--- src/hdl/serial_port_pkg.sv ---
`default_nettype none
package serial_port_pkg;

  // Register indices on the plain register port.
  localparam logic [3:0] FORMAT_SETUP_IDX  = 4'h0;
  localparam logic [3:0] CONTROL_SETUP_IDX = 4'h1;
  localparam logic [3:0] BAUD_DIV_IDX      = 4'h2;
  localparam logic [3:0] TX_DATA_IDX       = 4'h3;
  localparam logic [3:0] RX_DATA_IDX       = 4'h4;
  localparam logic [3:0] EVENT_STATUS_IDX  = 4'h5;
  localparam logic [3:0] EVENT_MASK_IDX    = 4'h6;
  localparam logic [3:0] FIFO_COUNT_IDX    = 4'h7;
  localparam logic [3:0] LINE_STATUS_IDX   = 4'h8;

  // Format setup fields.
  localparam int CHAR_LEN_BIT   = 6;
  localparam int PARITY_EN_BIT  = 5;
  localparam int PARITY_ODD_BIT = 4;
  localparam int STOP_LEN_BIT   = 3;

  // Control setup fields.
  localparam int TX_EN_BIT      = 5;
  localparam int RX_EN_BIT      = 4;
  localparam int CLK_SRC_BIT    = 1;

  // Line status field.
  localparam int OVERRUN_BIT    = 0;

  // Event status fields.
  localparam int EV_RX_READY    = 0;
  localparam int EV_FRAMING     = 1;
  localparam int EV_PARITY      = 2;
  localparam int EV_BREAK       = 3;
  localparam int EV_RX_FULL     = 4;
  localparam int EV_TX_END      = 5;
  localparam int EV_OVERRUN     = 6;
  localparam int EV_W           = 7;

  // Field positions in the receive data word.
  localparam int RX_FER_POS     = 8;
  localparam int RX_PER_POS     = 9;

  // Reset values.
  localparam logic [15:0] FORMAT_RESET  = 16'h0000;
  localparam logic [15:0] CONTROL_RESET = 16'h0000;
  localparam logic [15:0] BAUD_RESET    = 16'h0000;
  localparam logic [EV_W-1:0] MASK_RESET = 7'h00;

  // Sub-bit timing at sixteen ticks per bit.
  localparam logic [3:0] MID_START_TICK = 4'h7;
  localparam logic [3:0] LAST_SUB_TICK  = 4'hF;

endpackage
`default_nettype wire

--- src/hdl/char_fifo.sv ---
`default_nettype none
module char_fifo #(
  parameter int WIDTH = 8,
  parameter int DEPTH = 16,
  parameter int CNT_W = $clog2(DEPTH + 1)
) (
  input  wire logic             core_clk,
  input  wire logic             rst_n,
  input  wire logic             push,
  input  wire logic [WIDTH-1:0] wdata,
  input  wire logic             pop,
  output logic      [WIDTH-1:0] head,
  output logic                  full,
  output logic                  empty,
  output logic      [CNT_W-1:0] count
);

  localparam int PTR_W = $clog2(DEPTH);

  logic [WIDTH-1:0] mem_q [DEPTH];
  logic [PTR_W-1:0] wr_ptr_q;
  logic [PTR_W-1:0] rd_ptr_q;
  logic [CNT_W-1:0] count_q;
  logic             do_push;
  logic             do_pop;

  // A push into a full store or a pop from an empty one is dropped.
  assign do_push = push && (count_q != CNT_W'(DEPTH));
  assign do_pop  = pop && (count_q != '0);
  assign head    = mem_q[rd_ptr_q];
  assign full    = (count_q == CNT_W'(DEPTH));
  assign empty   = (count_q == '0);
  assign count   = count_q;

  // Storage has no reset; only the pointers carry meaning.
  always_ff @(posedge core_clk) begin
    if (do_push) begin
      mem_q[wr_ptr_q] <= wdata;
    end
  end

  // Pointers wrap at the depth, which need not be a power of two.
  always_ff @(posedge core_clk or negedge rst_n) begin
    if (!rst_n) begin
      wr_ptr_q <= '0;
      rd_ptr_q <= '0;
      count_q  <= '0;
    end else begin
      if (do_push) begin
        wr_ptr_q <= (wr_ptr_q == PTR_W'(DEPTH - 1)) ? '0 : wr_ptr_q + 1'b1;
      end
      if (do_pop) begin
        rd_ptr_q <= (rd_ptr_q == PTR_W'(DEPTH - 1)) ? '0 : rd_ptr_q + 1'b1;
      end
      if (do_push && !do_pop) begin
        count_q <= count_q + 1'b1;
      end else if (do_pop && !do_push) begin
        count_q <= count_q - 1'b1;
      end
    end
  end

endmodule
`default_nettype wire

--- src/hdl/fifo_serial_port.sv ---
// Decided for this implementation: the address map and strobed register access.
`default_nettype none
module fifo_serial_port #(
  parameter int FIFO_DEPTH = 16
) (
  input  wire logic        core_clk,
  input  wire logic        rst_n,
  input  wire logic [3:0]  reg_addr,
  input  wire logic [15:0] reg_wdata,
  input  wire logic        reg_wr,
  input  wire logic        reg_rd,
  output logic      [15:0] reg_rdata,
  input  wire logic        receive_pin,
  input  wire logic        serial_clock_pin,
  output logic             transmit_pin,
  output logic             irq
);

  localparam int CNT_W = $clog2(FIFO_DEPTH + 1);
  localparam int EV_W_L = serial_port_pkg::EV_W - 1;

  typedef enum logic [2:0] {
    ST_IDLE, ST_START, ST_DATA, ST_PARITY, ST_STOP
  } frame_state_t;

  logic [15:0]     format_q;
  logic [15:0]     control_q;
  logic [15:0]     baud_div_q;
  logic [15:0]     baud_cnt_q;
  logic [EV_W_L:0] events_q;
  logic [EV_W_L:0] mask_q;
  logic            overrun_q;
  logic            overrun_seen_q;
  logic [1:0]      rxd_sync_q;
  logic [2:0]      sck_sync_q;
  logic            baud_tick;
  logic            tick;
  logic [EV_W_L:0] ev_set;

  // Decoded configuration fields.
  logic char7;
  logic par_en;
  logic par_odd;
  logic stop2;
  logic tx_en;
  logic rx_en;
  logic ext_clk;
  assign char7   = format_q[serial_port_pkg::CHAR_LEN_BIT];
  assign par_en  = format_q[serial_port_pkg::PARITY_EN_BIT];
  assign par_odd = format_q[serial_port_pkg::PARITY_ODD_BIT];
  assign stop2   = format_q[serial_port_pkg::STOP_LEN_BIT];
  assign tx_en   = control_q[serial_port_pkg::TX_EN_BIT];
  assign rx_en   = control_q[serial_port_pkg::RX_EN_BIT];
  assign ext_clk = control_q[serial_port_pkg::CLK_SRC_BIT];

  function automatic logic is_reg(input logic [3:0] a, input logic [3:0] i);
    return a == i;
  endfunction

  // Pins come from outside; two stages first, the third only for edges.
  always_ff @(posedge core_clk or negedge rst_n) begin
    if (!rst_n) begin
      rxd_sync_q <= 2'h3;
      sck_sync_q <= 3'h0;
    end else begin
      rxd_sync_q <= {rxd_sync_q[0], receive_pin};
      sck_sync_q <= {sck_sync_q[1:0], serial_clock_pin};
    end
  end

  // The internal generator yields one sub-bit tick every divisor+1 cycles.
  always_ff @(posedge core_clk or negedge rst_n) begin
    if (!rst_n) begin
      baud_cnt_q <= 16'h0000;
    end else if (baud_tick) begin
      baud_cnt_q <= 16'h0000;
    end else begin
      baud_cnt_q <= baud_cnt_q + 16'h0001;
    end
  end
  assign baud_tick = (baud_cnt_q >= baud_div_q);

  // The external clock must be well below half the core rate to be seen.
  assign tick = ext_clk ? (sck_sync_q[1] && !sck_sync_q[2])
                        : baud_tick;

  // FIFOs.
  logic             tx_push, tx_pop, tx_full, tx_empty;
  logic [7:0]       tx_head;
  logic [CNT_W-1:0] tx_count;
  logic             rx_push, rx_pop, rx_full, rx_empty;
  logic [9:0]       rx_head, rx_word;
  logic [CNT_W-1:0] rx_count;

  // Two independent character stores.
  char_fifo #(.WIDTH(8), .DEPTH(FIFO_DEPTH)) tx_fifo_u (
    .core_clk (core_clk),
    .rst_n    (rst_n),
    .push     (tx_push),
    .wdata    (reg_wdata[7:0]),
    .pop      (tx_pop),
    .head     (tx_head),
    .full     (tx_full),
    .empty    (tx_empty),
    .count    (tx_count)
  );

  char_fifo #(.WIDTH(10), .DEPTH(FIFO_DEPTH)) rx_fifo_u (
    .core_clk (core_clk),
    .rst_n    (rst_n),
    .push     (rx_push),
    .wdata    (rx_word),
    .pop      (rx_pop),
    .head     (rx_head),
    .full     (rx_full),
    .empty    (rx_empty),
    .count    (rx_count)
  );

  assign tx_push = reg_wr && is_reg(reg_addr, serial_port_pkg::TX_DATA_IDX);
  assign rx_pop  = reg_rd && is_reg(reg_addr, serial_port_pkg::RX_DATA_IDX);

  // Transmitter.
  frame_state_t tx_state_q;
  logic [3:0]   tx_sub_q;
  logic [2:0]   tx_bit_q;
  logic [7:0]   tx_shift_q;
  logic         tx_par_q;
  logic         txd_q;
  logic         tx_last;
  logic         tx_end;

  assign tx_pop  = tick && (tx_state_q == ST_IDLE) && tx_en && !tx_empty;
  assign tx_last = tick && (tx_sub_q == serial_port_pkg::LAST_SUB_TICK);
  assign tx_end  = tx_last && (tx_state_q == ST_STOP)
                   && !(stop2 && tx_bit_q == 3'h0) && tx_empty;

  // Each bit lasts sixteen ticks; the line value changes only at bit edges.
  always_ff @(posedge core_clk or negedge rst_n) begin
    if (!rst_n) begin
      tx_state_q <= ST_IDLE;
      tx_sub_q   <= 4'h0;
      tx_bit_q   <= 3'h0;
      tx_shift_q <= 8'h00;
      tx_par_q   <= 1'b0;
      txd_q      <= 1'b1;
    end else if (tick) begin
      tx_sub_q <= tx_sub_q + 4'h1;
      case (tx_state_q)
        ST_IDLE: begin
          tx_sub_q <= 4'h0;
          txd_q    <= 1'b1;
          if (tx_pop) begin
            tx_shift_q <= char7 ? {1'b0, tx_head[6:0]} : tx_head;
            tx_par_q   <= (^(char7 ? {1'b0, tx_head[6:0]} : tx_head))
                          ^ par_odd;
            txd_q      <= 1'b0;
            tx_state_q <= ST_START;
          end
        end
        ST_START: begin
          if (tx_last) begin
            txd_q      <= tx_shift_q[0];
            tx_shift_q <= {1'b0, tx_shift_q[7:1]};
            tx_bit_q   <= 3'h0;
            tx_state_q <= ST_DATA;
          end
        end
        ST_DATA: begin
          if (tx_last) begin
            if (tx_bit_q == (char7 ? 3'h6 : 3'h7)) begin
              tx_bit_q <= 3'h0;
              if (par_en) begin
                txd_q      <= tx_par_q;
                tx_state_q <= ST_PARITY;
              end else begin
                txd_q      <= 1'b1;
                tx_state_q <= ST_STOP;
              end
            end else begin
              tx_bit_q   <= tx_bit_q + 3'h1;
              txd_q      <= tx_shift_q[0];
              tx_shift_q <= {1'b0, tx_shift_q[7:1]};
            end
          end
        end
        ST_PARITY: begin
          if (tx_last) begin
            txd_q      <= 1'b1;
            tx_state_q <= ST_STOP;
          end
        end
        ST_STOP: begin
          if (tx_last) begin
            if (stop2 && tx_bit_q == 3'h0) begin
              tx_bit_q <= 3'h1;
            end else begin
              tx_state_q <= ST_IDLE;
            end
          end
        end
        default: tx_state_q <= ST_IDLE;
      endcase
    end
  end

  // Receiver.
  frame_state_t rx_state_q;
  logic [3:0]   rx_sub_q;
  logic [2:0]   rx_bit_q;
  logic [7:0]   rx_shift_q;
  logic         rx_pbit_q;
  logic         rxd;
  logic         rx_done;
  logic [7:0]   rx_data;
  logic         rx_fer;
  logic         rx_per;
  logic         rx_brk;

  assign rxd     = rxd_sync_q[1];
  assign rx_done = tick && (rx_state_q == ST_STOP)
                   && (rx_sub_q == serial_port_pkg::LAST_SUB_TICK);
  assign rx_data = char7 ? {1'b0, rx_shift_q[7:1]} : rx_shift_q;
  assign rx_fer  = !rxd;
  assign rx_per  = par_en && ((^rx_data ^ rx_pbit_q) != par_odd);
  assign rx_brk  = rx_fer && (rx_data == 8'h00) && !(par_en && rx_pbit_q);
  assign rx_word = {rx_per, rx_fer, rx_data};

  // Nothing enters the store while overrun stands or when it is full.
  assign rx_push = rx_done && !rx_full && !overrun_q;

  // Hunt for a low level, confirm it mid bit, then sample every sixteen.
  always_ff @(posedge core_clk or negedge rst_n) begin
    if (!rst_n) begin
      rx_state_q <= ST_IDLE;
      rx_sub_q   <= 4'h0;
      rx_bit_q   <= 3'h0;
      rx_shift_q <= 8'h00;
      rx_pbit_q  <= 1'b0;
    end else if (tick) begin
      rx_sub_q <= rx_sub_q + 4'h1;
      case (rx_state_q)
        ST_IDLE: begin
          rx_sub_q <= 4'h0;
          if (rx_en && !overrun_q && !rxd) begin
            rx_state_q <= ST_START;
          end
        end
        ST_START: begin
          if (rx_sub_q == serial_port_pkg::MID_START_TICK) begin
            rx_sub_q   <= 4'h0;
            rx_bit_q   <= 3'h0;
            rx_state_q <= rxd ? ST_IDLE : ST_DATA;
          end
        end
        ST_DATA: begin
          if (rx_sub_q == serial_port_pkg::LAST_SUB_TICK) begin
            rx_shift_q <= {rxd, rx_shift_q[7:1]};
            rx_bit_q   <= rx_bit_q + 3'h1;
            if (rx_bit_q == (char7 ? 3'h6 : 3'h7)) begin
              rx_state_q <= par_en ? ST_PARITY : ST_STOP;
            end
          end
        end
        ST_PARITY: begin
          if (rx_sub_q == serial_port_pkg::LAST_SUB_TICK) begin
            rx_pbit_q  <= rxd;
            rx_state_q <= ST_STOP;
          end
        end
        ST_STOP: begin
          // Second stop bit is not waited for; idle hunting covers it.
          if (rx_done) begin
            rx_state_q <= ST_IDLE;
          end
        end
        default: rx_state_q <= ST_IDLE;
      endcase
    end
  end

  // Overrun flag; a fresh overrun beats a clearing write in the same cycle.
  logic lsr_wr;
  logic lsr_rd;
  logic ovr_set;
  assign lsr_wr = reg_wr && is_reg(reg_addr, serial_port_pkg::LINE_STATUS_IDX);
  assign lsr_rd = reg_rd && is_reg(reg_addr, serial_port_pkg::LINE_STATUS_IDX);
  assign ovr_set = rx_done && rx_full && !overrun_q;

  always_ff @(posedge core_clk or negedge rst_n) begin
    if (!rst_n) begin
      overrun_q      <= 1'b0;
      overrun_seen_q <= 1'b0;
    end else begin
      if (ovr_set) begin
        overrun_q      <= 1'b1;
        overrun_seen_q <= 1'b0;
      end else if (lsr_wr && overrun_seen_q
                   && !reg_wdata[serial_port_pkg::OVERRUN_BIT]) begin
        overrun_q      <= 1'b0;
        overrun_seen_q <= 1'b0;
      end else if (lsr_rd && overrun_q) begin
        overrun_seen_q <= 1'b1;
      end
    end
  end

  // Sticky events for the interrupt line.
  always_comb begin
    ev_set = '0;
    ev_set[serial_port_pkg::EV_RX_READY] = rx_push;
    ev_set[serial_port_pkg::EV_FRAMING]  = rx_done && rx_fer;
    ev_set[serial_port_pkg::EV_PARITY]   = rx_done && rx_per;
    ev_set[serial_port_pkg::EV_BREAK]    = rx_done && rx_brk;
    ev_set[serial_port_pkg::EV_RX_FULL]  = rx_push && !rx_pop
                            && (rx_count == CNT_W'(FIFO_DEPTH - 1));
    ev_set[serial_port_pkg::EV_TX_END]   = tx_end;
    ev_set[serial_port_pkg::EV_OVERRUN]  = ovr_set;
  end

  logic ev_clr_wr;
  assign ev_clr_wr = reg_wr
                     && is_reg(reg_addr, serial_port_pkg::EVENT_STATUS_IDX);

  always_ff @(posedge core_clk or negedge rst_n) begin
    if (!rst_n) begin
      events_q <= '0;
    end else begin
      events_q <= (events_q & ~(ev_clr_wr ? reg_wdata[EV_W_L:0] : '0))
                  | ev_set;
    end
  end

  // Configuration writes; receive enable does not touch the overrun flag.
  always_ff @(posedge core_clk or negedge rst_n) begin
    if (!rst_n) begin
      format_q   <= serial_port_pkg::FORMAT_RESET;
      control_q  <= serial_port_pkg::CONTROL_RESET;
      baud_div_q <= serial_port_pkg::BAUD_RESET;
      mask_q     <= serial_port_pkg::MASK_RESET;
    end else if (reg_wr) begin
      case (reg_addr)
        serial_port_pkg::FORMAT_SETUP_IDX:  format_q   <= reg_wdata;
        serial_port_pkg::CONTROL_SETUP_IDX: control_q  <= reg_wdata;
        serial_port_pkg::BAUD_DIV_IDX:      baud_div_q <= reg_wdata;
        serial_port_pkg::EVENT_MASK_IDX:    mask_q <= reg_wdata[EV_W_L:0];
        default: ;
      endcase
    end
  end

  // Read data stands in the cycle after the strobe and is zero otherwise.
  always_ff @(posedge core_clk or negedge rst_n) begin
    if (!rst_n) begin
      reg_rdata <= 16'h0000;
    end else begin
      reg_rdata <= 16'h0000;
      if (reg_rd) begin
        case (reg_addr)
          serial_port_pkg::FORMAT_SETUP_IDX:  reg_rdata <= format_q;
          serial_port_pkg::CONTROL_SETUP_IDX: reg_rdata <= control_q;
          serial_port_pkg::BAUD_DIV_IDX:      reg_rdata <= baud_div_q;
          serial_port_pkg::RX_DATA_IDX:
            reg_rdata <= rx_empty ? 16'h0000 : {6'h00, rx_head};
          serial_port_pkg::EVENT_STATUS_IDX:
            reg_rdata <= {{(16 - serial_port_pkg::EV_W){1'b0}}, events_q};
          serial_port_pkg::EVENT_MASK_IDX:
            reg_rdata <= {{(16 - serial_port_pkg::EV_W){1'b0}}, mask_q};
          serial_port_pkg::FIFO_COUNT_IDX:
            reg_rdata <= {3'h0, 5'(tx_count), 3'h0, 5'(rx_count)};
          serial_port_pkg::LINE_STATUS_IDX:
            reg_rdata <= {15'h0000, overrun_q};
          default: reg_rdata <= 16'h0000;
        endcase
      end
    end
  end

  // Outputs come straight from flip-flops.
  always_ff @(posedge core_clk or negedge rst_n) begin
    if (!rst_n) begin
      irq <= 1'b0;
    end else begin
      irq <= |(events_q & mask_q);
    end
  end
  assign transmit_pin = txd_q;

  // Checks.
  lsr_upper_zero_a: assert property (
    @(posedge core_clk) disable iff (!rst_n)
    lsr_rd |=> reg_rdata[15:1] == 15'h0000 && reg_rdata[0] == $past(overrun_q))
    else $error("line status upper bits not zero");

  overrun_set_a: assert property (
    @(posedge core_clk) disable iff (!rst_n)
    rx_done && rx_full |=> overrun_q)
    else $error("overrun flag not set on full receive store");

  overrun_clear_a: assert property (
    @(posedge core_clk) disable iff (!rst_n)
    $fell(overrun_q) |-> $past(lsr_wr) && !$past(reg_wdata[0])
                         && $past(overrun_seen_q))
    else $error("overrun flag cleared without proper write");

  overrun_hold_a: assert property (
    @(posedge core_clk) disable iff (!rst_n)
    overrun_q && !lsr_wr |=> overrun_q)
    else $error("overrun flag lost without a write");

  overrun_drop_a: assert property (
    @(posedge core_clk) disable iff (!rst_n)
    overrun_q && !rx_pop |=> $stable(rx_count))
    else $error("receive store changed during overrun");

  fifo_bound_a: assert property (
    @(posedge core_clk) disable iff (!rst_n)
    rx_count <= CNT_W'(FIFO_DEPTH) && tx_count <= CNT_W'(FIFO_DEPTH))
    else $error("fifo count beyond depth");

  clock_select_a: assert property (
    @(posedge core_clk) disable iff (!rst_n)
    !ext_clk |-> tick == baud_tick)
    else $error("tick not from baud generator");

  tx_idle_high_a: assert property (
    @(posedge core_clk) disable iff (!rst_n)
    tx_state_q == ST_IDLE && !tx_pop |=> transmit_pin)
    else $error("line not high while idle");

  tx_start_low_a: assert property (
    @(posedge core_clk) disable iff (!rst_n)
    tx_pop |=> !transmit_pin && tx_state_q == ST_START)
    else $error("start bit not low");

endmodule
`default_nettype wire

--- config.mk ---
export PLATFORM = sky130hd
export DESIGN_NAME = fifo_serial_port
export DESIGN_NICKNAME = d
export VERILOG_FILES = /design/src/hdl/serial_port_pkg.sv /design/src/hdl/char_fifo.sv /design/src/hdl/fifo_serial_port.sv
export SDC_FILE = /design/constraint.sdc
export NUM_CORES = 1
export LEC_CHECK = 0
export BUFFER_PORTS_ARGS = -buffer_cell sky130_fd_sc_hd__buf_2
export CAP_MARGIN = 15
export CORE_MARGIN = 3
export CORE_UTILIZATION = 65
export CTS_BUF_LIST = sky130_fd_sc_hd__clkbuf_4
export CTS_CLUSTER_SIZE = 8
export DETAILED_ROUTE_END_ITERATION = 8
export PLACE_DENSITY_LB_ADDON = 0.25
export REMOVE_ABC_BUFFERS = 1
export SETUP_SLACK_MARGIN = 0.02
export SLEW_MARGIN = 30
export SYNTH_ARGS = -nofsm -noshare
export SYNTH_HDL_FRONTEND = slang
export SYNTH_HIERARCHICAL = 1
export SYNTH_SLANG_ARGS = --single-unit
--- constraint.sdc ---
create_clock -name core_clk -period 8.1 [get_ports core_clk]
set_input_delay 0.405 -clock core_clk [delete_from_list [all_inputs] [get_ports core_clk]]
set_output_delay 0.405 -clock core_clk [all_outputs]
set_load 0.05 [all_outputs]
==> flow_summary.ini <==
[floorplan]
die_x_um = 184
die-area_um2 = 33700
die_y_um = 184
start_util_pct = 66.5
std_cell_rows = 64
num_io_pins = 44
coreArea_um2 = 30800

[synthesis]
synthTopCellsByArea = edfxtp_1 42%, dfrtp_1 20%, mux4_2 4.8%
synth_area_um2 = 20500
ys_warn_count = 6
yosys.cell_types.count = 81
async_flop_share_pct = 36.7
syn_inst = 1440
synth_edf_count = 288
ys_ff_latch = 455
seq_area_frac_synth_pct = 62.6
syn_avg_cell_area_um2 = 14.2
yosysTopAreaCellShare_pct = 42.2
yosysTopAreaCell = edfxtp_1
synth-main-ff-cell = edfxtp_1

[global_route]
grt_overflow_total = 0
grt_usage_pct = 27.6
grt_first_pass_wirelength_um = 71900
antenna_found_initial = 2
grt_max_degree = 80
grt_pass1_vias = 13196

[power]
p_seq_share_pct = 49.9
switching_power_uw = 1700
p_leak_uw = 0.00867
p_clk_share_pct = 32.6
pwr-share-comb_pct = 17.5
ir_worst_vdd_uv = 184
internal_power_uw = 4150
powerDensity_nw_per_um2 = 259
p_sw_share_pct = 29.0

[clock_tree]
clkTransAtPathRegs_ns = 0.07
root_buffer = clkbuf_4
cts_tree = yes
clock-sinks = 455
cts_setup_buffers = 0
numCtsBuffers = 110
h-tree-depth = 3
cts-hold-fix-buffers = 11
cts.path.max_buffers = 3
cts_resized = 0
clock_latency_ns = 0.81

[final_layout]
final_cell_mix = 288 x edfxtp_1, 161 x dfrtp_1, 153 x clkbuf_4
final_cells = 2040
drive_gt1_share_pct = 24.0
final_common_cell = edfxtp_1
finalNetCount = 1626
synthToLayoutAreaGrowth_pct = 9.82

[placement]
dp.cells = 1827
dpl.hpwl_um = 29300
io_buffer_count = 43
gp_congestion = 0.903

[status]
status = complete, no violations

[timing]
fmax_mhz = 252
fin_setup_tns_ns = 0
slew_viol_final = 0
fin_worst_skew_ns = 0.0555
fin_crit_sh_pct = 49.0
max-slew-margin-rel_pct = 36.2
worstMarginPinSlew_ns = 0.952
rsz0062_at_grt = false
finalHoldViolations = 0
setup_viol = 0
min_period_ns = 3.97

[detailed_routing]
routed_wirelength_um = 45000
firstDrtPassIters = 5
highest_layer = met4
vias = 12782
dr_wl_met3_um = 2640
met2_length_um = 21500
ant_nets = 0
drtIter0Drc = 1206
vias_per_cell = 6.27
wire_per_inst_um = 22.1
drc_errors = 0
wl_met1_um = 19200

[critical_path]
cp-end-kind = flop
cp_max_fo = 24
crit_slowest_cell = dfrtp_1
crit_required_ns = 8.80
cpPeakStageDelay_ns = 0.44
path_cells = ha_1 > o21a_1 > o21ai_0 > o21a_1 > o21a_4 > nor3_1 > a21boi_0 > buf_4 > ha_1 > inv_1 > fa_1 > a21o_1 > a21oi_1 > mux2i_1 > xnor2_1
worstSetupStartpointType = flop
worstSetupPathType = reg -> reg
arrival_ns = 4.66
cp_num_buf_inv = 2
crit_family = compound AO/OA/AOI/OAI gates

[hold_path]
worstHoldPathType = in -> reg

[run]
max_cap_violations = 0
cell usage after synthesis, types with 6 or more instances:
master,number
a211oi_1,8
a21oi_1,38
buf_1,7
mux2_4,11
buf_2,22
a22o_1,10
nand4_1,8
edfxtp_1,288
o221ai_2,8
nand2_1,74
and3_1,18
mux4_2,44
a221oi_1,22
mux2i_1,71
buf_6,10
o21ai_0,41
nor2_1,93
mux2_2,69
xnor2_1,27
o2bb2ai_1,10
ha_1,44
dfrtp_1,164
a22oi_1,16
clkbuf_1,21
xor2_1,14
o31ai_1,6
o21ai_1,23
nand3_1,33
nand2b_1,17
o21a_1,9
a21o_1,9
a221o_1,9
nor2b_1,15
nor3_1,27
inv_1,59
layout make-up:
| type | count | area [um2] |
|---|---|---|
| diodes | 3 | 7.51 |
| inverters | 61 | 229 |
| repair buffers | 70 | 452 |
| well taps | 396 | 495 |
| clock inverters | 46 | 294 |
| fillers | 1995 | 8310 |
| clock buffers | 153 | 1150 |
| flip-flops and latches | 455 | 12800 |
| multi-input cells | 856 | 7060 |
power groups by stage:
stage	logic, uW	clock network (uW)	registers [uW]
after floorplan	731	0	2900
after global placement	972	0	2940
after detailed placement	1010	0	2950
after CTS	1020	1950	2910
after global routing	1120	2080	2950
final	1020	1900	2920
metrics by stage:
stage	cell area, um2	total power, uW	worst slack [ns]	hold slack, ns	util, %
detailed placement	20900	3960	4.20	0.347	67.9
global route	22500	6150	3.93	0.0296	73.1
global placement	20900	3910	4.31	0.341	67.9
finish	22500	5840	4.13	0.0592	73.1
CTS	22500	5880	4.18	0.00894	73.0
floorplan	20100	3630	4.29	0.109	-
sequential cells by signal, summed over array words and instances, names as in the netlist, 8 cells and up:
name             flops
rx_shift_q           8
baud_div_q          16
control_q           16
tx_shift_q           8
baud_cnt_q          16
format_q            16
tx_fifo_u/mem_q    128
rx_fifo_u/mem_q    160
reg_rdata           16
worst register-to-register path: stages, from the launching register on:
cell	delay, ns
dfrtp_1	0.44
ha_1	0.31
o21a_1	0.11
o21ai_0	0.06
o21a_1	0.22
o21a_4	0.32
nor3_1	0.42
a21boi_0	0.32
buf_4	0.24
ha_1	0.19
inv_1	0.10
fa_1	0.42
a21o_1	0.17
a21oi_1	0.17
mux2i_1	0.25
xnor2_1	0.15
routing by layer:
layer,vias up,GRT usage [%]
met5,-,0
met4,0,12.6
met3,114,5.03
met2,504,43.6
met1,6386,38.2
li1,5778,-
cell families after synthesis:
group / after synthesis / share of synthesized area (%)
xor+xnor: 41 / 1.75
compound gates: 251 / 8.84
buf+inv: 129 / 3.23
mux: 200 / 13.2
fa+ha+maj: 46 / 2.88
simple gates: 318 / 7.57
flops: 455 / 62.6
final timing paths:
path                               startpoint            endpoint  slack, ns  cells after the start
worst min register to register  sck_sync_q[0]       sck_sync_q[1]       0.34                      0
worst max-delay path            baud_cnt_q[2]  rx_fifo_u/count[4]       4.13                     15
worst min-delay path                   reg_rd      overrun_seen_q       0.06                      4
max in group asynchronous               rst_n        control_q[7]       6.13                      4
min in group asynchronous               rst_n       tx_shift_q[4]       0.18                      2
worst max register to register  baud_cnt_q[2]  rx_fifo_u/count[4]       4.13                     15
(Power assumes the default switching activity.)
